<file path="config.mk">
export PLATFORM = sky130hd
export DESIGN_NAME = isp_ctrl
export DESIGN_NICKNAME = d
export VERILOG_FILES = /design/src/common/isp_pkg.sv /design/src/rtl/isp_fifo.sv /design/src/rtl/isp_ctrl.sv
export SDC_FILE = /design/constraint.sdc
export NUM_CORES = 1
export LEC_CHECK = 0
export BUFFER_PORTS_ARGS = -buffer_cell sky130_fd_sc_hd__buf_2
export CELL_PAD_IN_SITES_DETAIL_PLACEMENT = 1
export CELL_PAD_IN_SITES_GLOBAL_PLACEMENT = 1
export CORE_MARGIN = 2
export CORE_UTILIZATION = 30
export DETAILED_ROUTE_END_ITERATION = 6
export HOLD_SLACK_MARGIN = 0.03
export PLACE_DENSITY_LB_ADDON = 0.1
export RECOVER_POWER = 50
export SYNTH_ARGS = -nofsm -noshare
export SYNTH_HDL_FRONTEND = slang
export SYNTH_HIERARCHICAL = 1
export SYNTH_SLANG_ARGS = --single-unit
export TNS_END_PERCENT = 1
</file>
<file path="constraint.sdc">
create_clock -name clk -period 10.4 [get_ports clk]
set_input_delay 0.52 -clock clk [delete_from_list [all_inputs] [get_ports clk]]
set_output_delay 0.52 -clock clk [all_outputs]
set_load 0.03 [all_outputs]
</file>
<file path="src/common/isp_pkg.sv">
// Notes on behaviour
// - send programming enable before program or erase
// - data bit valid at rising serial clock edge
// - each clock phase exceeds device clock limits
// - power-up: reset and clock low, reset pulse
// - wait 20 ms before programming enable
// - always send four bytes; bad echo retries
// - low byte loaded before high byte
// - extended address byte kept until reloaded
// - never access port before write ends
// - set extended address before flash reads
// - releasing reset ends programming mode
// - poll until busy bit reads zero
package isp_pkg;
    localparam logic [7:0] OP_PROG_ENABLE = 8'hAC;
    localparam logic [7:0] PE_SECOND = 8'h53;
    localparam logic [7:0] ERASE_SECOND = 8'h80;
    localparam logic [7:0] OP_POLL = 8'hF0;
    localparam logic [7:0] OP_LOAD_EXT_ADDR = 8'h4D;
    localparam logic [7:0] OP_LOAD_PAGE_HIGH = 8'h48;
    localparam logic [7:0] OP_LOAD_PAGE_LOW = 8'h40;
    localparam logic [7:0] OP_LOAD_EE_PAGE = 8'hC1;
    localparam logic [7:0] OP_READ_HIGH = 8'h28;
    localparam logic [7:0] OP_READ_LOW = 8'h20;
    localparam logic [7:0] OP_READ_EE = 8'hA0;
    localparam logic [7:0] OP_READ_FUSE_LOW = 8'h50;
    localparam logic [7:0] OP_READ_FUSE_HIGH = 8'h58;
    localparam logic [7:0] OP_READ_SIGNATURE = 8'h30;
    localparam logic [7:0] OP_READ_CALIB = 8'h38;
    localparam logic [7:0] OP_WRITE_PAGE = 8'h4C;
    localparam logic [7:0] OP_WRITE_EE = 8'hC0;
    localparam logic [7:0] OP_WRITE_EE_PAGE = 8'hC2;
    localparam logic [31:0] PE_WORD = 32'hAC53_0000;
    localparam logic [31:0] POLL_WORD = 32'hF000_0000;
    localparam logic [5:0] BITS_PER_CMD = 6'h20;
    localparam int unsigned CLK_NS = 50;
    localparam int unsigned SCK_HALF_NS = 200;
    localparam int unsigned SCK_HALF_CYC = (SCK_HALF_NS + CLK_NS - 1) / CLK_NS;
    localparam int unsigned RST_PULSE_NS = 1000;
    localparam int unsigned RST_PULSE_CYC = (RST_PULSE_NS + CLK_NS - 1) / CLK_NS;
    localparam int unsigned POWERUP_WAIT_MS = 20;
    localparam int unsigned POWERUP_WAIT_CYC =
        (POWERUP_WAIT_MS * 1000000 + CLK_NS - 1) / CLK_NS;
    localparam int unsigned FIFO_DEPTH = 8;
endpackage

</file>
<file path="src/rtl/isp_fifo.sv">
`timescale 1ns/10ps
module isp_fifo #(
    parameter int unsigned WIDTH = 32,
    parameter int unsigned DEPTH = 8
) (
    input wire logic clk,
    input wire logic reset,
    input wire logic in_valid,
    output logic in_ready,
    input wire logic [WIDTH-1:0] in_data,
    output logic out_valid,
    input wire logic out_ready,
    output logic [WIDTH-1:0] out_data
);
    localparam int unsigned AW = (DEPTH > 1) ? $clog2(DEPTH) : 1;
    localparam logic [AW:0] FULL_COUNT = (AW+1)'(DEPTH);
    localparam logic [AW-1:0] LAST_SLOT = AW'(DEPTH - 1);

    logic [WIDTH-1:0] mem [DEPTH];
    logic [AW-1:0] wr_ptr;
    logic [AW-1:0] rd_ptr;
    logic [AW:0] count;
    logic [AW:0] next_count;
    logic push;
    logic pop;

    assign push = in_valid && in_ready;
    assign pop = out_valid && out_ready;
    assign out_valid = (count != '0);
    assign out_data = mem[rd_ptr];

    always_comb begin
        next_count = count;
        if (push && !pop) begin
            next_count = count + 1'b1;
        end else if (pop && !push) begin
            next_count = count - 1'b1;
        end
    end

    always_ff @(posedge clk or posedge reset) begin
        if (reset) begin
            count <= '0;
            in_ready <= 1'b0;
        end else begin
            count <= next_count;
            // registered so the upstream port sees a flop
            in_ready <= (next_count < FULL_COUNT);
        end
    end

    always_ff @(posedge clk or posedge reset) begin
        if (reset) begin
            wr_ptr <= '0;
            rd_ptr <= '0;
        end else begin
            if (push) begin
                wr_ptr <= (wr_ptr == LAST_SLOT) ? '0 : wr_ptr + 1'b1;
            end
            if (pop) begin
                rd_ptr <= (rd_ptr == LAST_SLOT) ? '0 : rd_ptr + 1'b1;
            end
        end
    end

    always_ff @(posedge clk) begin
        if (push) begin
            mem[wr_ptr] <= in_data;
        end
    end
endmodule // isp_fifo

</file>
<file path="src/rtl/isp_ctrl.sv">
`timescale 1ns/10ps
module isp_ctrl #(
    parameter int unsigned POWERUP_WAIT = isp_pkg::POWERUP_WAIT_CYC,
    parameter int unsigned RST_PULSE = isp_pkg::RST_PULSE_CYC,
    parameter int unsigned SCK_HALF = isp_pkg::SCK_HALF_CYC,
    parameter int unsigned FIFO_DEPTH = isp_pkg::FIFO_DEPTH
) (
    input wire logic clk,
    input wire logic reset,
    input wire logic run,
    input wire logic cmd_valid,
    output logic cmd_ready,
    input wire logic [31:0] cmd_data,
    output logic resp_valid,
    output logic [7:0] resp_data,
    output logic prog_enabled,
    output logic echo_bad,
    output logic pin_reset_n,
    output logic pin_sck,
    output logic pin_mosi,
    input wire logic pin_miso
);
    typedef enum logic [2:0] {
        ST_HOLD,
        ST_PULSE,
        ST_SETTLE,
        ST_ENABLE,
        ST_IDLE,
        ST_CMD,
        ST_POLL,
        ST_OFF
    } isp_state_t;

    isp_state_t state;
    logic [31:0] wait_cnt;
    logic [31:0] cur_cmd;
    logic sh_start;
    logic [31:0] sh_word;
    logic sh_busy;
    logic sh_done;
    logic [31:0] sh_tx;
    logic [31:0] sh_rx;
    logic [4:0] bit_idx;
    logic [15:0] div_cnt;
    logic miso_meta;
    logic miso_s;
    logic fifo_valid;
    logic [31:0] fifo_data;
    logic fifo_pop;

    // commands that start a self-timed write in the target
    function automatic logic needs_poll(input logic [31:0] c);
        logic [7:0] b1;
        logic [7:0] b2;
        b1 = c[31:24];
        b2 = c[23:16];
        needs_poll = (b1 == isp_pkg::OP_WRITE_PAGE) ||
                     (b1 == isp_pkg::OP_WRITE_EE) ||
                     (b1 == isp_pkg::OP_WRITE_EE_PAGE) ||
                     ((b1 == isp_pkg::OP_PROG_ENABLE) &&
                      (b2 != isp_pkg::PE_SECOND));
    endfunction

    // command queue; strict order keeps low-before-high page loads
    isp_fifo #(
        .WIDTH(32),
        .DEPTH(FIFO_DEPTH)
    ) u_fifo (
        .clk(clk),
        .reset(reset),
        .in_valid(cmd_valid),
        .in_ready(cmd_ready),
        .in_data(cmd_data),
        .out_valid(fifo_valid),
        .out_ready(fifo_pop),
        .out_data(fifo_data)
    );

    // queue drains only once programming is enabled
    assign fifo_pop = (state == ST_IDLE) && run && fifo_valid;

    always_ff @(posedge clk or posedge reset) begin
        if (reset) begin
            miso_meta <= 1'b0;
            miso_s <= 1'b0;
        end else begin
            miso_meta <= pin_miso;
            miso_s <= miso_meta;
        end
    end

    // serial shifter: one sck phase is SCK_HALF clocks
    always_ff @(posedge clk or posedge reset) begin
        if (reset) begin
            sh_busy <= 1'b0;
            sh_done <= 1'b0;
            sh_tx <= 32'h0000_0000;
            sh_rx <= 32'h0000_0000;
            bit_idx <= 5'h00;
            div_cnt <= 16'h0000;
            pin_sck <= 1'b0;
            pin_mosi <= 1'b0;
        end else begin
            sh_done <= 1'b0;
            if (!sh_busy) begin
                if (sh_start) begin
                    sh_busy <= 1'b1;
                    sh_tx <= sh_word;
                    pin_mosi <= sh_word[31];
                    bit_idx <= 5'h00;
                    div_cnt <= 16'h0000;
                end
            end else if (div_cnt == 16'(SCK_HALF - 1)) begin
                div_cnt <= 16'h0000;
                if (!pin_sck) begin
                    pin_sck <= 1'b1;
                    // target drove miso at the falling edge a phase ago
                    sh_rx <= {sh_rx[30:0], miso_s};
                end else begin
                    pin_sck <= 1'b0;
                    // next bit set up a full phase before rising edge
                    sh_tx <= {sh_tx[30:0], 1'b0};
                    pin_mosi <= sh_tx[30];
                    bit_idx <= bit_idx + 5'h01;
                    if (bit_idx == 5'(isp_pkg::BITS_PER_CMD - 6'h01)) begin
                        sh_busy <= 1'b0;
                        sh_done <= 1'b1;
                    end
                end
            end else begin
                div_cnt <= div_cnt + 16'h0001;
            end
        end
    end

    // session sequencer
    always_ff @(posedge clk or posedge reset) begin
        if (reset) begin
            state <= ST_HOLD;
            wait_cnt <= 32'h0000_0000;
            pin_reset_n <= 1'b0;
            prog_enabled <= 1'b0;
            sh_start <= 1'b0;
            sh_word <= 32'h0000_0000;
            cur_cmd <= 32'h0000_0000;
        end else begin
            sh_start <= 1'b0;
            case (state)
                ST_HOLD: begin
                    pin_reset_n <= 1'b0;
                    if (!run) begin
                        state <= ST_OFF;
                        pin_reset_n <= 1'b1;
                    end else if (wait_cnt == RST_PULSE - 1) begin
                        wait_cnt <= 32'h0000_0000;
                        pin_reset_n <= 1'b1;
                        state <= ST_PULSE;
                    end else begin
                        wait_cnt <= wait_cnt + 32'h0000_0001;
                    end
                end
                ST_PULSE: begin
                    if (wait_cnt == RST_PULSE - 1) begin
                        wait_cnt <= 32'h0000_0000;
                        pin_reset_n <= 1'b0;
                        state <= ST_SETTLE;
                    end else begin
                        wait_cnt <= wait_cnt + 32'h0000_0001;
                    end
                end
                ST_SETTLE: begin
                    if (wait_cnt == POWERUP_WAIT - 1) begin
                        wait_cnt <= 32'h0000_0000;
                        sh_start <= 1'b1;
                        sh_word <= isp_pkg::PE_WORD;
                        state <= ST_ENABLE;
                    end else begin
                        wait_cnt <= wait_cnt + 32'h0000_0001;
                    end
                end
                ST_ENABLE: begin
                    if (sh_done) begin
                        // echo sits in the third byte received
                        if (sh_rx[15:8] == isp_pkg::PE_SECOND) begin
                            prog_enabled <= 1'b1;
                            state <= ST_IDLE;
                        end else begin
                            pin_reset_n <= 1'b1;
                            state <= ST_PULSE;
                        end
                    end
                end
                ST_IDLE: begin
                    if (!run) begin
                        pin_reset_n <= 1'b1;
                        prog_enabled <= 1'b0;
                        state <= ST_OFF;
                    end else if (fifo_valid) begin
                        sh_start <= 1'b1;
                        sh_word <= fifo_data;
                        cur_cmd <= fifo_data;
                        state <= ST_CMD;
                    end
                end
                ST_CMD: begin
                    if (sh_done) begin
                        if (needs_poll(cur_cmd)) begin
                            sh_start <= 1'b1;
                            sh_word <= isp_pkg::POLL_WORD;
                            state <= ST_POLL;
                        end else begin
                            state <= ST_IDLE;
                        end
                    end
                end
                ST_POLL: begin
                    if (sh_done) begin
                        if (sh_rx[0]) begin
                            sh_start <= 1'b1;
                            sh_word <= isp_pkg::POLL_WORD;
                        end else begin
                            state <= ST_IDLE;
                        end
                    end
                end
                ST_OFF: begin
                    pin_reset_n <= 1'b1;
                    if (run) begin
                        pin_reset_n <= 1'b0;
                        wait_cnt <= 32'h0000_0000;
                        state <= ST_HOLD;
                    end
                end
                default: begin
                    state <= ST_HOLD;
                    pin_reset_n <= 1'b0;
                end
            endcase
        end
    end

    // answers: byte four of each user command, and echo failures
    always_ff @(posedge clk or posedge reset) begin
        if (reset) begin
            resp_valid <= 1'b0;
            resp_data <= 8'h00;
            echo_bad <= 1'b0;
        end else begin
            resp_valid <= 1'b0;
            echo_bad <= 1'b0;
            if (state == ST_CMD && sh_done) begin
                resp_valid <= 1'b1;
                resp_data <= sh_rx[7:0];
            end
            if (state == ST_ENABLE && sh_done) begin
                echo_bad <= (sh_rx[15:8] != isp_pkg::PE_SECOND);
            end
        end
    end
endmodule // isp_ctrl

</file>
# Word-level counts from Yosys, hierarchy flattened
# Memory sizes are Yosys's and may differ from the RTL's.
# Index checks and enable logic that the tools add are counted.
op_classes:
  bitwise_logic: 1
  reduce_logical: 30
  magnitude_cmp: 1
  addsub: 7
  n_mux: 80
  eq_ne: 39
ops:
  columns: ["operator", "n"]
  rows:
  - ["2-to-1 mux 32 bit", 11]
  - ["one-hot mux 32 bit (4 select lines)", 2]
  - ["2-to-1 mux 31 bit", 4]
  - ["2-to-1 mux 16 bit", 3]
  - ["2-to-1 mux 3 bit", 14]
  - ["2-to-1 mux 1 bit", 35]
  - ["adder 32 x 1 -> 32 bit (second input constant)", 1]
  - ["== test 32 x 19 -> 1 bit (second input constant)", 1]
  - ["== test 32 x 5 -> 1 bit (second input constant)", 1]
  - ["inequality test 2 bit (second input constant)", 16]
  - ["== test 8 bit (second input constant)", 3]
  - ["one-hot mux 3 bit (8 select lines)", 1]
  - ["2-to-1 mux 5 bit", 4]
  - ["== test 3 bit (second input constant)", 6]
  - ["adder 16 x 1 -> 16 bit (second input constant)", 1]
  - ["== test 16 x 2 -> 1 bit (second input constant)", 1]
  - ["== test 8 x 7 -> 1 bit (second input constant)", 2]
  - ["inequality test 8 x 7 -> 1 bit (second input constant)", 2]
  - ["AND reduction 3 bit", 4]
  - ["nonzero test 4 bit", 3]
  - ["logical AND 1 bit", 9]
  - ["AND reduction 9 bit", 1]
  - ["2-to-1 mux 4 bit", 2]
  - ["AND reduction 8 bit", 1]
  - ["other kinds (23)", 30]
totals:
  mem_count: 1
  word_cells: 183
  input_bits: 37
  ram_bits: 256
  reg_bits: 197
  output_inout_bits: 15
mem_list:
  columns: ["name", "words", "word_bits", "rd", "rd_ports_with_merged_regs", "write_ports", "line_no", "text"]
  rows:
  - ["u_fifo.mem", 8, 32, 1, 0, 1, "isp_fifo.sv:19", "logic [WIDTH-1:0] mem [DEPTH];"]

# Depth between registers and ports, before layout
depth:
  ltp_word: 8
  mapped_depth: 14
  depth_no_buf: 11

# Hierarchy
# Netlist, hierarchy kept.
modules_own_cells:
  columns: ["module", "area_per_inst_um2", "cells_each", "instances"]
  rows:
  - ["isp_fifo", 10398.7, 453, 1]
  - ["isp_ctrl", 8091.5, 774, 1]

# Worst setup path after synthesis
# Ideal clock, no wire load.
synth_timing:
  path_type: "register to register"
  start: "register u_fifo.in_ready"
  end: "memory u_fifo.mem[0][0] (enable)"
  arrival_time_ps: 3910
  t_required_ps: 9899
  setup_slack_ps: 5989
  synth_period_minus_slack_ps: 4411
  stages_incl_launch_ff: 4
  setup_ps: 501
  path_cell_list: "dfrtp_1 > nand2_1 > clkbuf_1 > nor4_1"
synth_via:
  elab_chain_cells: 3
synth_rtl:
  columns: ["item", "line_no", "text"]
  rows:
  - ["start: declaration", "isp_fifo.sv:9", "output logic in_ready,"]
  - ["start signal: assignment", "isp_fifo.sv:48", "in_ready <= (next_count < FULL_COUNT);"]
  - ["logical AND 1 bit", "isp_fifo.sv:27", "assign push = in_valid && in_ready;"]
  - ["2-to-1 mux 1 bit", "isp_fifo.sv:67", "if (push) begin"]
  - ["2-to-1 mux 1 bit (not written as such)", "isp_fifo.sv:68", "mem[wr_ptr] <= in_data;"]
  - ["end: declaration", "isp_fifo.sv:19", null]
# Every way passes these cells.

==> out/qor.yml <==
cts:
  h-tree-depth: 2
  cts_tree: "done"
  numClockSinks: 437
  clock-root-buffer: "clkbuf_16"
  post_cts_buffers: 0
  insertion_delay_ps: 610
  cts_buffers: 51
  clockBufferDepth: 3
  path_clk_slew_ps: 60
critical_path:
  worstSetupPathType: "input pin to asynchronous set/reset pin"
  cp_max_fo: 64
  cp-start-kind: "input pin"
  end_kind: "asynchronous set/reset pin"
  arrival_ps: 6050
  critPathRequiredTime_ps: 11030
  r2r_setup_slack_ps: 6860
logic_synthesis:
  synth-simple-area-share_pct: 9.18
  yosysTopAreaCell: "edfxtp_1"
  synth_top_family_by_area: "multiplexers"
  synthesis.instances: 1227
  synth_edf_count: 256
  synth.distinct_cells: 81
  yosys.area_share.xor_xnor_pct: 0.853
  synth-main-ff-cell: "edfxtp_1"
  synth.area.top_cells: "edfxtp_1 (42%), dfrtp_1 (24%), mux4_2 (7.2%), mux2_2 (3.6%), nand2_1 (2.2%)"
  synthArstFlopShare_pct: 41.4
  syn-cell-area_sq_um: 18500
  syn-num-nets: 1276
  ys_ff_latch: 437
  postSynthAreaPerCell_sq_um: 15.1
  synth.top_cell.area_share_pct: 41.6
  synthMuxAreaShare_pct: 12.3
  yosysWarnings: 6
  synth_fa_ha_area_share_pct: 0.812
  ys_seq_area_share_pct: 66.1
  synth-compound-area-share_pct: 8.13
grt:
  overflow: 0
  grt_pass1_wl_um: 72000
  grt_use_total_pct: 14.7
  grt_pass1_vias: 11703
  grt_max_degree: 65
  antenna_found_initial: 2
cells_and_area:
  fin_util_pct: 34.7
  syn_to_final_growth_pct: 15.0
  nets: 1333
  drive_gt1_share_pct: 21.0
routing:
  wl_per_cell_um: 21.3
  detail-route-antenna-nets: 0
  wl_um: 45200
  viasPerCell: 5.07
  vias: 10730
  dr.first_iter.drc_count: 539
  drc: 0
  firstDrtPassIters: 4
sta:
  rsz0062_at_grt: "no"
  worst_clock_skew_ps: 30.4
  min_period_ps: 5420
  tns_ps: 0
  hold_viol: 0
  setup_viol_count_final: 0
  max_freq_mhz: 185
  slew_viol_final: 219
  post-route-period-util_pct: 52.1
  relSlewSlack_pct: -108
  worst_pin_slew_ps: 3100
run:
  maxCapViolations: 5
die:
  start_util_pct: 30.1
  die_h_um: 252
  die_x_um: 252
  num_rows: 91
  core_area_sq_um: 61400
  io_pins: 52
  dieArea_sq_um: 63600
placement:
  gp_congestion: 0.721
  post-dp-hpwl_um: 25700
  portBuffers: 51
power_and_ir_drop:
  p_leak_nw: 7.75
  p_per_area_nw_per_um2: 230
  p_total_mw: 4.88
  ir_worst_vdd_uv: 133
outcome:
  status: "finished, violations left"
  violations: "capacitance limit, slew limit"
min_path:
  hold_class: "input pin to flop"
## power breakdown
group	leakage [nW]	switching [mW]	total, mW	internal, mW
clock network	0.840	0.740	1.82	1.08
logic	2.22	0.505	0.822	0.317
registers	4.68	0.163	2.24	2.07
total	7.75	1.41	4.88	3.48
## through the flow
stage                     area [sq um]  worst slack (ps)  hold slack, ps  instances
final                            21300              4980             243       2117
after global routing             21300              3890             241       2116
after CTS                        21400              6840             128       2116
after detailed placement         19600              6860             339       2019
after global placement           19600              6860             338       2019
after floorplan                  18500              5280             331       1227
## state kept, by name, indices dropped and copies added, names as in the netlist, 3 cells and up, named ones only
signal         count
u_fifo/mem       256
sh_word           32
wait_cnt          32
sh_tx             31
cur_cmd           16
div_cnt           16
sh_rx             16
resp_data          8
bit_idx            5
state              3
u_fifo/count       3
u_fifo/rd_ptr      3
u_fifo/wr_ptr      3
## cell type report
cell class / instances / area [sq um]
Clock inverter: 29 / 349
Clock buffer: 66 / 1370
Sequential cell: 437 / 12200
Antenna cell: 1 / 2.50
Timing Repair Buffer: 75 / 365
Fill cell: 6244 / 40100
Tap cell: 790 / 988
Multi-Input combinational cell: 686 / 5840
Inverter: 33 / 125
## logic make-up (layout without fill, tap and decap cells)
logic type / Yosys count / count (layout)
flip-flops: 437 / 437
XOR/XNOR: 18 / 18
adder cells (fa/ha/maj): 12 / 12
other: 0 / 1
multiplexers: 138 / 138
buffers and inverters: 104 / 203
AND/OR/NAND/NOR: 322 / 322
AO/OA/AOI/OAI: 196 / 196
## cells in the mapped netlist, types with 7 or more instances
| cell type | number |
|---|---|
| edfxtp_1 | 256 |
| dfrtp_1 | 181 |
| nand2_1 | 107 |
| mux2_2 | 59 |
| mux4_2 | 59 |
| clkbuf_1 | 45 |
| a21oi_1 | 35 |
| o21ai_0 | 35 |
| inv_1 | 33 |
| or3_1 | 33 |
| o221a_2 | 30 |
| nor2_1 | 29 |
| a22o_1 | 28 |
| nand3_1 | 26 |
| nor4_1 | 22 |
| nand4_1 | 21 |
| nor3_1 | 21 |
| buf_2 | 12 |
| ha_1 | 12 |
| mux2i_1 | 12 |
| xnor2_1 | 10 |
| o211ai_1 | 8 |
| xor2_1 | 8 |
| and2_1 | 7 |
| and3_1 | 7 |
| nand2b_1 | 7 |
| nor2b_1 | 7 |
## placed cells by master (no fill, tap or decap), types with 12 or more instances in the layout
master,netlist,final
a21oi_1,35,34
a22o_1,28,28
buf_4,0,18
clkbuf_1,45,63
clkbuf_16,0,51
dfrtp_1,181,178
edfxtp_1,256,256
ha_1,12,12
inv_1,33,32
mux2_2,59,59
mux2i_1,12,12
mux4_2,59,59
nand2_1,107,107
nand3_1,26,26
nand4_1,21,21
nor2_1,29,25
nor3_1,21,19
nor4_1,22,22
o21ai_0,35,35
o221a_2,30,30
or3_1,33,33
## timing repair
action                    4_1_cts  5_1_grt
resized for setup               0        0
hold buffers                    2        0
hold endpoints to repair       34        0
## path summary, 6_finish.rpt
| kind | from | to | cells after the start |
|---|---|---|---|
| setup / recovery | reset | div_cnt[6] | 5 |
| hold / removal | cmd_data[9] | u_fifo/mem[7][9] | 1 |
| setup reg to reg | state[0] | flop | 9 |
| hold reg to reg | miso_meta | miso_s | 0 |
| max in group clk | state[0] | flop | 9 |
| min in group asynchronous | reset | u_fifo/in_ready | 3 |
## worst max-delay path, stage by stage
cell	delay, ps
dlygate4sd3_1	530
clkbuf_1	110
clkinvlp_2	1730
clkbuf_1	2210
buf_4	870
## per-layer routing
metal,routed length [um],global-route usage [%],part of all wire (%)
met3,1590,2.52,3.5
met2,21200,24.0,47
met1,21200,20.0,47
met5,13,0,0.029
met4,1120,4.48,2.5
No activity file was read; power rests on OpenSTA's default activity.
